--- config.mk ---
export PLATFORM = sky130hd
export DESIGN_NAME = mdmr_regs
export DESIGN_NICKNAME = d
export VERILOG_FILES = /design/src/rtl/mdmr_pkg.sv /design/src/rtl/mdmr_bg_wrap.sv /design/src/rtl/mdmr_pix_avg.sv /design/src/rtl/mdmr_regs.sv
export SDC_FILE = /design/constraint.sdc
export NUM_CORES = 1
export LEC_CHECK = 0
export BUFFER_PORTS_ARGS = -buffer_cell sky130_fd_sc_hd__buf_2
export CORE_ASPECT_RATIO = 0.6
export CORE_MARGIN = 2
export CORE_UTILIZATION = 49
export CTS_CLUSTER_SIZE = 28
export DETAILED_ROUTE_END_ITERATION = 16
export PLACE_DENSITY = 0.81
export SLEW_MARGIN = 0
export SYNTH_ARGS = -nofsm -noshare
export SYNTH_HDL_FRONTEND = slang
export SYNTH_SLANG_ARGS = --single-unit
--- constraint.sdc ---
create_clock -name i_ref_clk -period 5 [get_ports i_ref_clk]
set_input_delay 1 -clock i_ref_clk [delete_from_list [all_inputs] [get_ports i_ref_clk]]
set_output_delay 1 -clock i_ref_clk [all_outputs]
set_load 0.01 [all_outputs]
--- src/rtl/mdmr_pkg.sv ---
// constants and types shared by the memory and display mode register bank
package mdmr_pkg;

  // register port geometry
  localparam int ADDR_W = 8;
  localparam int DATA_W = 16;

  // register offsets
  localparam logic [7:0] OFF_DISPLAY_MODE = 8'h05;
  localparam logic [7:0] OFF_MEMORY_MODE  = 8'h08;

  // memory mode field positions
  localparam int MM_TIMING_BIT = 0;
  localparam int MM_SIZE_LSB   = 4;
  // writable bits; reserved bits store nothing
  localparam logic [15:0] MM_WMASK = 16'h0031;

  // display mode field positions
  localparam int DM_REFRESH_LSB = 0;
  localparam int DM_SCAN_LSB    = 4;
  localparam int DM_SYNC_LSB    = 6;
  localparam int DM_COMBINE_BIT = 10;
  localparam int DM_LOOP_BIT    = 11;
  localparam int DM_FILTER_BIT  = 15;
  localparam logic [15:0] DM_WMASK = 16'h8CFF;

  // reset values
  localparam logic [1:0] SIZE_RST    = 2'h0;
  localparam logic       TIMING_RST  = 1'b0;
  localparam logic [1:0] SYNC_RST    = 2'h2;
  localparam logic [3:0] REFRESH_RST = 4'h8;

  // sequencer latencies in memory clock cycles
  localparam int          LAT_W         = 3;
  localparam logic [2:0] RC_LAT_SLOW   = 3'h3;
  localparam logic [2:0] RC_LAT_FAST   = 3'h2;
  localparam logic [2:0] PRE_LAT_SLOW  = 3'h3;
  localparam logic [2:0] PRE_LAT_FAST  = 3'h2;
  localparam logic [2:0] ACT_PRE_LAT   = 3'h5;
  localparam logic [2:0] WR_PRE_LAT    = 3'h2;

  // background geometry
  localparam int COORD_W    = 14;
  localparam int WRAP_Y_W   = 9;
  localparam int ORIGIN_LSB = 9;
  localparam int ORIGIN_MSB = 13;

  // 5:6:5 pixel layout
  localparam int PIX_W = 16;
  localparam int R_LSB = 11;
  localparam int G_LSB = 5;

  typedef enum logic [1:0] {
    MDMR_SIZE_16M_X16_BUS16 = 2'h0,
    MDMR_SIZE_16M_X2_BUS32  = 2'h1,
    MDMR_SIZE_64M_X16_BUS16 = 2'h2,
    MDMR_SIZE_64M_X32_BUS32 = 2'h3
  } mdmr_size_t;

  typedef enum logic [1:0] {
    MDMR_SYNC_MASTER = 2'h0,
    MDMR_SYNC_SWITCH = 2'h1,
    MDMR_SYNC_EXT_TV = 2'h2,
    MDMR_SYNC_BAD    = 2'h3
  } mdmr_sync_t;

  typedef enum logic [1:0] {
    MDMR_SCAN_NONINT = 2'h0,
    MDMR_SCAN_BAD    = 2'h1,
    MDMR_SCAN_INT    = 2'h2,
    MDMR_SCAN_INT_SV = 2'h3
  } mdmr_scan_t;

endpackage : mdmr_pkg

--- src/rtl/mdmr_bg_wrap.sv ---
// background coordinate generation with optional wraparound
`timescale 1ns/1ps
module mdmr_bg_wrap
  import mdmr_pkg::*;
(
  input  wire logic               i_loop_en,  // wraparound on
  input  wire logic [COORD_W-1:0] i_start_x,  // background start x
  input  wire logic [COORD_W-1:0] i_start_y,  // background start y
  input  wire logic [COORD_W-1:0] i_dx,       // offset within screen x
  input  wire logic [COORD_W-1:0] i_dy,       // offset within screen y
  input  wire logic [COORD_W-1:0] i_width_x,  // memory width in pixels
  input  wire logic [15:0]        i_origin,   // background origin reg
  output logic      [COORD_W-1:0] o_x,        // memory x
  output logic      [COORD_W-1:0] o_y         // memory y
);

  logic [COORD_W:0]    x_sum;
  logic [WRAP_Y_W-1:0] y_low;

  always_comb begin
    x_sum = {1'b0, i_start_x} + {1'b0, i_dx};
    y_low = i_start_y[WRAP_Y_W-1:0] + i_dy[WRAP_Y_W-1:0];
    if (i_loop_en) begin
      // one subtraction only: offsets must stay below one memory width
      if (x_sum >= {1'b0, i_width_x}) begin
        o_x = COORD_W'(x_sum - {1'b0, i_width_x});
      end else begin
        o_x = x_sum[COORD_W-1:0];
      end
      // 512-line block chosen by origin bits 13..9
      o_y = {i_origin[ORIGIN_MSB:ORIGIN_LSB], y_low};
    end else begin
      // no wrap: beyond installed memory the picture is undefined
      o_x = x_sum[COORD_W-1:0];
      o_y = COORD_W'(i_start_y + i_dy);
    end
  end

endmodule : mdmr_bg_wrap

--- src/rtl/mdmr_pix_avg.sv ---
// per-component averaging of foreground and background 5:6:5 pixels
`timescale 1ns/1ps
module mdmr_pix_avg
  import mdmr_pkg::*;
(
  input  wire logic [PIX_W-1:0] i_fg,   // foreground pixel
  input  wire logic [PIX_W-1:0] i_bg,   // background pixel
  output logic      [PIX_W-1:0] o_avg   // averaged pixel
);

  logic [5:0] r_sum;
  logic [6:0] g_sum;
  logic [5:0] b_sum;

  // one extra bit per sum so the carry survives before halving
  always_comb begin
    r_sum = {1'b0, i_fg[15:R_LSB]} + {1'b0, i_bg[15:R_LSB]};
    g_sum = {1'b0, i_fg[R_LSB-1:G_LSB]} + {1'b0, i_bg[R_LSB-1:G_LSB]};
    b_sum = {1'b0, i_fg[G_LSB-1:0]} + {1'b0, i_bg[G_LSB-1:0]};
    // dropping bit 0 discards the fraction, no rounding
    o_avg = {r_sum[5:1], g_sum[6:1], b_sum[5:1]};
  end

endmodule : mdmr_pix_avg

--- src/rtl/mdmr_regs.sv ---
// memory mode and display mode registers with their steered logic
//
// The implementer's own choice: the plain strobed port.
`timescale 1ns/1ps
module mdmr_regs
  import mdmr_pkg::*;
(
  input  wire logic               i_ref_clk,       // 100 MHz clock
  input  wire logic               i_rst,           // sync reset, high
  // register port
  input  wire logic [ADDR_W-1:0]  i_addr,          // register offset
  input  wire logic [DATA_W-1:0]  i_wdata,         // write data
  input  wire logic               i_wr,            // write strobe
  input  wire logic               i_rd,            // read strobe
  output logic      [DATA_W-1:0]  o_rdata,         // read data, next cycle
  // frame memory sequencer configuration
  output mdmr_pkg::mdmr_size_t    o_memory_size,   // size selection
  output logic                    o_mem_bus_32,    // 32-bit data bus
  output logic                    o_mem_part_64m,  // 64-Mbit parts
  output logic                    o_mem_two_parts, // two parts fitted
  output logic      [LAT_W-1:0]   o_row_to_column_latency,    // cycles
  output logic      [LAT_W-1:0]   o_precharge_latency,        // cycles
  output logic      [LAT_W-1:0]   o_active_to_precharge_latency, // cycles
  output logic      [LAT_W-1:0]   o_write_to_precharge_latency,  // cycles
  // display timing configuration
  output mdmr_pkg::mdmr_sync_t    o_sync_mode,     // sync mode field
  output logic                    o_sync_out_en,   // drive sync pins
  output logic                    o_display_halt,  // switching mode
  output logic                    o_ext_sync,      // external tv sync
  output logic      [3:0]         o_refresh_count, // refreshes per line
  output logic                    o_refresh_en,    // refresh timing on
  output mdmr_pkg::mdmr_scan_t    o_scan_mode,     // scan mode field
  output logic                    o_interlace,     // interlaced scan
  output logic                    o_flip_two_vc,   // flip every 2 vc
  output logic                    o_mode_error,    // prohibited code set
  // pixel path
  input  wire logic               i_pix_valid,     // pixel pair valid
  input  wire logic [PIX_W-1:0]   i_fg_pixel,      // foreground pixel
  input  wire logic [PIX_W-1:0]   i_bg_pixel,      // background pixel
  input  wire logic               i_transparent_check, // check enable
  input  wire logic [PIX_W-1:0]   i_transparent_color, // key colour
  output logic                    o_pix_valid,     // outputs valid
  output logic      [PIX_W-1:0]   o_fg_pixel,      // foreground out
  output logic                    o_fg_transparent, // fg is key colour
  output logic                    o_bg_valid,      // bg screen shown
  output logic      [PIX_W-1:0]   o_bg_pixel,      // background out
  output logic                    o_bg_transparent, // bg is key colour
  // background addressing
  input  wire logic [COORD_W-1:0] i_bg_start_x,    // start x
  input  wire logic [COORD_W-1:0] i_bg_start_y,    // start y
  input  wire logic [COORD_W-1:0] i_bg_dx,         // offset x
  input  wire logic [COORD_W-1:0] i_bg_dy,         // offset y
  input  wire logic [COORD_W-1:0] i_memory_width_x, // memory width
  input  wire logic [15:0]        i_background_origin, // origin reg
  output logic      [COORD_W-1:0] o_bg_addr_x,     // memory x
  output logic      [COORD_W-1:0] o_bg_addr_y      // memory y
);

  ////////////////////////////////////////////////////////////////////////
  // register state

  logic [1:0] memory_size_r;
  logic       memory_timing_sel_r;
  logic       averaging_filter_mode_r;
  logic       background_loop_bit_r;
  logic       background_combine_r;
  logic [1:0] sync_mode_r;
  logic [1:0] scan_mode_r;
  logic [3:0] row_renew_count_r;

  logic       wr_mem;
  logic       wr_disp;
  logic [15:0] mm_view;
  logic [15:0] dm_view;

  // decode a write or read strobe against one offset
  function automatic logic hit(input logic [ADDR_W-1:0] addr,
                               input logic [ADDR_W-1:0] off);
    hit = (addr == off);
  endfunction : hit

  assign wr_mem  = i_wr && hit(i_addr, OFF_MEMORY_MODE);
  assign wr_disp = i_wr && hit(i_addr, OFF_DISPLAY_MODE);

  // register images as software reads them, reserved bits zero
  always_comb begin
    mm_view = 16'h0000;
    mm_view[MM_SIZE_LSB +: 2] = memory_size_r;
    mm_view[MM_TIMING_BIT]    = memory_timing_sel_r;
    dm_view = 16'h0000;
    dm_view[DM_FILTER_BIT]      = averaging_filter_mode_r;
    dm_view[DM_LOOP_BIT]        = background_loop_bit_r;
    dm_view[DM_COMBINE_BIT]     = background_combine_r;
    dm_view[DM_SYNC_LSB +: 2]   = sync_mode_r;
    dm_view[DM_SCAN_LSB +: 2]   = scan_mode_r;
    dm_view[DM_REFRESH_LSB +: 4] = row_renew_count_r;
  end

  ////////////////////////////////////////////////////////////////////////
  // memory mode register

  // reserved bits are masked off, so stray ones are never stored
  always_ff @(posedge i_ref_clk) begin
    if (i_rst) begin
      memory_size_r       <= SIZE_RST;
      memory_timing_sel_r <= TIMING_RST;
    end else if (wr_mem) begin
      memory_size_r       <= i_wdata[MM_SIZE_LSB +: 2] &
                             MM_WMASK[MM_SIZE_LSB +: 2];
      memory_timing_sel_r <= i_wdata[MM_TIMING_BIT];
    end
  end

  ////////////////////////////////////////////////////////////////////////
  // display mode register, reset part

  always_ff @(posedge i_ref_clk) begin
    if (i_rst) begin
      averaging_filter_mode_r <= 1'b0;
      background_loop_bit_r   <= 1'b0;
      background_combine_r    <= 1'b0;
      sync_mode_r             <= SYNC_RST;
      row_renew_count_r       <= REFRESH_RST;
    end else if (wr_disp) begin
      averaging_filter_mode_r <= i_wdata[DM_FILTER_BIT];
      background_loop_bit_r   <= i_wdata[DM_LOOP_BIT];
      background_combine_r    <= i_wdata[DM_COMBINE_BIT];
      sync_mode_r             <= i_wdata[DM_SYNC_LSB +: 2];
      row_renew_count_r       <= i_wdata[DM_REFRESH_LSB +: 4];
    end
  end

  // scan mode survives reset; its power-up value is unknown until the
  // first write, so software must program it once after power-on
  always_ff @(posedge i_ref_clk) begin
    if (wr_disp) begin
      scan_mode_r <= i_wdata[DM_SCAN_LSB +: 2];
    end
  end

  ////////////////////////////////////////////////////////////////////////
  // read port

  // data stands only in the cycle after the strobe
  always_ff @(posedge i_ref_clk) begin
    if (i_rst) begin
      o_rdata <= 16'h0000;
    end else if (i_rd && hit(i_addr, OFF_MEMORY_MODE)) begin
      o_rdata <= mm_view & MM_WMASK;
    end else if (i_rd && hit(i_addr, OFF_DISPLAY_MODE)) begin
      o_rdata <= dm_view & DM_WMASK;
    end else begin
      o_rdata <= 16'h0000;                       // idle or unmapped
    end
  end

  ////////////////////////////////////////////////////////////////////////
  // sequencer configuration

  // registered one cycle after the field; settles before any access
  always_ff @(posedge i_ref_clk) begin
    if (i_rst) begin
      o_memory_size   <= MDMR_SIZE_16M_X16_BUS16;
      o_mem_bus_32    <= 1'b0;
      o_mem_part_64m  <= 1'b0;
      o_mem_two_parts <= 1'b0;
    end else begin
      o_memory_size   <= mdmr_size_t'(memory_size_r);
      o_mem_bus_32    <= (memory_size_r == MDMR_SIZE_16M_X2_BUS32) ||
                         (memory_size_r == MDMR_SIZE_64M_X32_BUS32);
      o_mem_part_64m  <= memory_size_r[1];
      o_mem_two_parts <= (memory_size_r == MDMR_SIZE_16M_X2_BUS32);
    end
  end

  // row-to-column and precharge latencies follow the timing bit continuously; the other two are fixed
  always_ff @(posedge i_ref_clk) begin
    if (i_rst) begin
      o_row_to_column_latency       <= RC_LAT_SLOW;
      o_precharge_latency           <= PRE_LAT_SLOW;
      o_active_to_precharge_latency <= ACT_PRE_LAT;
      o_write_to_precharge_latency  <= WR_PRE_LAT;
    end else begin
      o_row_to_column_latency <= memory_timing_sel_r ?
                                 RC_LAT_FAST : RC_LAT_SLOW;
      o_precharge_latency     <= memory_timing_sel_r ?
                                 PRE_LAT_FAST : PRE_LAT_SLOW;
      o_active_to_precharge_latency <= ACT_PRE_LAT;
      o_write_to_precharge_latency  <= WR_PRE_LAT;
    end
  end

  ////////////////////////////////////////////////////////////////////////
  // display timing configuration

  // prohibited codes are stored as written but flagged
  always_ff @(posedge i_ref_clk) begin
    if (i_rst) begin
      o_sync_mode     <= MDMR_SYNC_EXT_TV;
      o_sync_out_en   <= 1'b0;
      o_display_halt  <= 1'b0;
      o_ext_sync      <= 1'b1;
      o_refresh_count <= REFRESH_RST;
      o_refresh_en    <= 1'b1;
      o_scan_mode     <= MDMR_SCAN_NONINT;
      o_interlace     <= 1'b0;
      o_flip_two_vc   <= 1'b0;
      o_mode_error    <= 1'b0;
    end else begin
      o_sync_mode     <= mdmr_sync_t'(sync_mode_r);
      o_sync_out_en   <= (sync_mode_r == MDMR_SYNC_MASTER);
      o_display_halt  <= (sync_mode_r == MDMR_SYNC_SWITCH);
      o_ext_sync      <= (sync_mode_r == MDMR_SYNC_EXT_TV);
      o_refresh_count <= row_renew_count_r;
      o_refresh_en    <= (row_renew_count_r != 4'h0);
      o_scan_mode     <= mdmr_scan_t'(scan_mode_r);
      o_interlace     <= scan_mode_r[1];
      o_flip_two_vc   <= (scan_mode_r == MDMR_SCAN_INT);
      o_mode_error    <= (sync_mode_r == MDMR_SYNC_BAD) ||
                         (scan_mode_r == MDMR_SCAN_BAD);
    end
  end

  ////////////////////////////////////////////////////////////////////////
  // pixel path

  logic [PIX_W-1:0] avg_pixel;
  logic [PIX_W-1:0] fg_sel;

  mdmr_pix_avg u_avg (
    .i_fg  (i_fg_pixel),
    .i_bg  (i_bg_pixel),
    .o_avg (avg_pixel)
  );

  // in filter mode the averaged pixel replaces the foreground
  assign fg_sel = averaging_filter_mode_r ? avg_pixel : i_fg_pixel;

  // one pipeline stage; the key compare uses the chosen pixel, so the
  // raw foreground is never checked while filtering
  always_ff @(posedge i_ref_clk) begin
    if (i_rst) begin
      o_pix_valid      <= 1'b0;
      o_fg_pixel       <= 16'h0000;
      o_fg_transparent <= 1'b0;
      o_bg_valid       <= 1'b0;
      o_bg_pixel       <= 16'h0000;
      o_bg_transparent <= 1'b0;
    end else begin
      o_pix_valid      <= i_pix_valid;
      o_fg_pixel       <= fg_sel;
      o_fg_transparent <= i_transparent_check &&
                          (fg_sel == i_transparent_color);
      // bg is folded into fg while filtering, so no separate screen
      o_bg_valid       <= i_pix_valid && background_combine_r &&
                          !averaging_filter_mode_r;
      o_bg_pixel       <= i_bg_pixel;
      o_bg_transparent <= i_transparent_check &&
                          (i_bg_pixel == i_transparent_color);
    end
  end

  ////////////////////////////////////////////////////////////////////////
  // background addressing

  logic [COORD_W-1:0] bg_x;
  logic [COORD_W-1:0] bg_y;

  mdmr_bg_wrap u_wrap (
    .i_loop_en (background_loop_bit_r),
    .i_start_x (i_bg_start_x),
    .i_start_y (i_bg_start_y),
    .i_dx      (i_bg_dx),
    .i_dy      (i_bg_dy),
    .i_width_x (i_memory_width_x),
    .i_origin  (i_background_origin),
    .o_x       (bg_x),
    .o_y       (bg_y)
  );

  // addresses registered so every top output leaves a flip-flop
  always_ff @(posedge i_ref_clk) begin
    if (i_rst) begin
      o_bg_addr_x <= 14'h0000;
      o_bg_addr_y <= 14'h0000;
    end else begin
      o_bg_addr_x <= bg_x;
      o_bg_addr_y <= bg_y;
    end
  end

endmodule : mdmr_regs
==> results <==
- In this run the standard cell core region covers 12800 um2.
- The endpoint of the lowest-slack register-to-register path is o_fg_transparent$_SDFF_PP0_.
- The number of warnings issued by yosys is 0.
- Measured against its own limit, the worst slew margin works out to 28.7%.
- Of all nets on the critical path, the largest fanout is 7.
- The biggest area consumer among synthesized cells is dfxtp_1.
- The count of nets after finishing is 1191.
- The total non-filler cell area in the finished layout is 8060 um2.
- The residual antenna-violating net count after detailed routing is 0.
- The startpoint identified for the worst register-to-register timing path is averaging_filter_mode_r$_SDFFE_PP0P_.
- Dividing the synthesized area by the synthesized cell count gives 8.83 um2.
- In the final layout, flip-flops and latches occupy 2180 um2.
- The final-report hold violation count is 0.
- The required time of the critical path is 5.25 ns.
- In this run the power spent charging and discharging nets is 805 uW.
- The count of distinct cell types in the synthesized netlist is 64.
- The share of layout cells above drive strength 1 is 28.9%.
- Counting cells, the worst reg-to-reg path comes to 6.
- By area the synthesized netlist is led by dfxtp_1 (33%), ha_1 (11%), xor2_1 (5.6%), xnor2_1 (4.4%), a21oi_1 (4.0%).
- In this run the deepest clock path goes through 2 buffers.
- Summed over all layers, the global routing overflow is 0.
- Buffers added to address setup during post-CTS repair amount to 0.
- On the final layout, the worst clock skew is 0.0123 ns.
- The minimum setup slack among reg-to-reg paths is 1.91 ns.
- Summed over all nets, the half-perimeter wirelength after detailed placement is 14900 um.
- The die covers 14100 um2.
- The final critical path takes up 87.0% of the cycle.
- Measured along the y axis, the die boundary spans 92.7 um.
- Entering global routing, the biggest net connects 58 pins.
- After detailed routing, the average wire length per cell comes to 16.2 um.
- Compared with the post-synthesis result, the final layout area differs by 25.4%.
- Routability-driven placement finished with a final weighted congestion of 0.960.
- The post-place instance area is 7760 um2.
- The startpoint identified for the worst hold timing path is memory_timing_sel_r$_SDFFE_PP0P_.
- At the end of the flow the core is filled with cells to 62.9%.
- Of the total power, the clock network draws 30.6%.
- The design draws 2.39 mW.
- The sequential share of the synthesized area is 33.9%.
- In the synthesized netlist, the number of instances is 728.
- In this run the power density over the cells is 296 nW/um2.
- The timing-limited maximum frequency is 230 MHz.
- The sink of the worst hold path is o_precharge_latency[0]$_SDFF_PP1_.
- The starting density of the core is 50.2%.
- The first detailed-routing pass ran for 5 iterations.
- After clock tree synthesis, the flow added hold-fix buffers numbering 0.
- The count of input and output buffers is 244.
- The number of antenna violations at the first check in global routing came to 1.
- Gates resized during post-CTS repair numbered 0.
- The count of clock tree sinks is 108.
- The internal power contribution is 1.58 mW.
- The combinational share of power is 30.9%.
- The worst setup path is captured at a flip-flop.
- The post-synthesis instance area is 6430 um2.
- The count of H-tree levels built during CTS is 3.
- The via count of the first global-routing pass is 5437.
- The worst hold path belongs to the class flip-flop to flip-flop.
- The worst hold path stage count is 1.
- The source of the critical timing path is i_bg_start_x[0].
- The critical path is of the primary input to flip-flop type.
- STA classifies the critical path startpoint as a primary input.
- The CTS clock-pin slew for the worst setup and hold paths is 0.08 ns.
- After synthesis the netlist holds a flip-flop and latch count of 108.
- The switching part of the total is 33.7%.
- The routed via count divided by cell count is 5.30.
- The count of boundary I/O pins is 276.
- Of all flip-flops after synthesis, the portion carrying an async set or reset was 0%.
- The share of power burned in registers is 38.5%.
- The number of setup violations in the final report is 0.
- The DRC marker count from the first detailed-route iteration is 497.
- The wire length after detailed routing is 18400 um.
- For the finished layout, the period the worst path requires is 4.35 ns.
- Summed over its instances, the top area cell type makes up 33.0% of the synthesized netlist area.
- The most frequent standard cell in the layout excluding fill and tap cells is buf_2.
- In the layout the commonest cells are buf_2 (243), dfxtp_1 (106), nor2_1 (62), nand2_1 (55), ha_1 (54).
- The count of antenna diodes in the layout is 0.
- The cell sitting at the root of the clock tree is a clkbuf_16.
- The most used flip-flop cell after synthesis is dfxtp_1.
- In the final layout, the multi-input gates occupy 3930 um2.
- The wire length of the first global-routing pass is 28800 um.
- The TritonCTS clock tree is done.
- The actual slew at the worst max-slew pin is 1.04 ns.
- The total CTS buffers is 9.
- For the worst setup path, the data arrival time is 4.59 ns.
- The flow ran to the end, and the final reports show no timing, DRC or antenna violations.
- The remaining design rule violation count is 0.
- Max-cap violations in this run came to 0.
- The sum of negative setup slack is 0 ns.
- In this run the static leakage power is 3.93 nW.
- Counting flops with a built-in enable in the synthesized netlist gives 2.
- After floorplanning, the core was divided into 32 placement rows.
- The layout has 1159 filler cells.
- Setup repair after global routing left no endpoint under its margin.
- The final-report max-slew violation count is 0.
- From left edge to right edge, the die measures 152 um.
- The worst-case vdd ir drop is 0.145 mV.
- The routed via count is 6048.
- The clock reaches the later pin of the worst-skew pair after 0.34 ns.
- The combined global-route utilization of all metal layers is 25.6%.
[layer usage]
| metal | track usage [%] | routed length, um |
|---|---|---|
| met2 | 36.9 | 7570 |
| met5 | 0 | 11 |
| met4 | 3.12 | 79 |
| met3 | 6.83 | 1670 |
| met1 | 38.8 | 9120 |
[layout make-up]
cell class | count | area share (%)
Clock buffer | 9 | 2.79
Timing Repair Buffer | 253 | 16.2
Tap cell | 170 | 2.64
Inverter | 34 | 1.58
Sequential cell | 108 | 27.1
Clock inverter | 7 | 0.993
Multi-Input combinational cell | 561 | 48.8
[flip-flops by register name, indices dropped and copies added (netlist names), 4 cells and up]
register and cells:
o_bg_pixel 16, o_fg_pixel 16, o_bg_addr_x 14, o_bg_addr_y 14, o_rdata 11, o_refresh_count 4, row_renew_count_r 4
[power groups by stage]
stage / sequential [mW] / combinational (mW) / clock, mW
2_1_floorplan: 0.962 / 0.469 / 0
3_3_place_gp: 0.938 / 0.707 / 0
3_5_place_dp: 0.938 / 0.719 / 0
4_1_cts: 0.919 / 0.724 / 0.744
5_1_grt: 0.922 / 0.809 / 0.786
6_report: 0.919 / 0.737 / 0.731
[worst max-delay path: stages]
cell and delay [ns]:
buf_2 0.08, ha_1 0.17, inv_1 0.06, fa_1 0.39, nand2b_1 0.18, a21oi_1 0.25
nor2_1 0.10, o21ai_0 0.22, xnor2_1 0.13, ha_1 0.42, and3_1 0.22, and3_4 0.19
o211ai_1 0.13, a21oi_1 0.36, o31ai_4 0.09, buf_4 0.18, or3_1 0.37, o41ai_2 0.06
[worst max path at each step]
stage | endpoint | cells after the start
after floorplan | o_bg_addr_x[2]$_SDFF_PP0_ | 17
after CTS | o_bg_addr_x[11]$_SDFF_PP0_ | 18
after detailed placement | o_bg_addr_x[0]$_SDFF_PP0_ | 17
after global placement | o_bg_addr_x[11]$_SDFF_PP0_ | 18
final | o_bg_addr_x[11]$_SDFF_PP0_ | 18
after global routing | o_bg_addr_x[8]$_SDFF_PP0_ | 18
[kinds of logic after synthesis]
group | after synthesis | synth area share (%)
simple gates | 240 | 18.9
other cells | 2 | 0.117
buf+inv | 72 | 5.70
mux | 18 | 2.80
compound gates | 155 | 16.2
fa+ha+maj | 60 | 12.4
flops | 108 | 33.9
xor+xnor | 73 | 9.94
[Yosys cell counts, drive strengths merged, types with 4 or more instances]
library cell and number:
or2 4, a31oi 7, nor4b 6, and2 12
clkbuf 13, buf 25, mux2i 18, nor2 62
nand3b 4, inv 33, a211oi 10, a21oi 52
nand2b 8, o21bai 4, nor2b 31, a21o 15
xnor2 32, nand2 55, nor4 6, o21a 10
fa 6, nor3b 4, nor3 12, o21ai 20
nand3 15, ha 54, nand4 10, o211ai 9
dfxtp 106, xor2 41
[through the flow]
stage / hold slack [ns] / std cells / worst slack, ns
3_3_place_gp: 0.401 / 1126 / 0.442
2_1_floorplan: 0.386 / 741 / 0.758
4_1_cts: 0.436 / 1142 / 0.739
3_5_place_dp: 0.418 / 1126 / 0.393
6_report: 0.436 / 1142 / 0.651
5_1_grt: 0.468 / 1142 / 0.400
(Power assumes the default switching activity.)
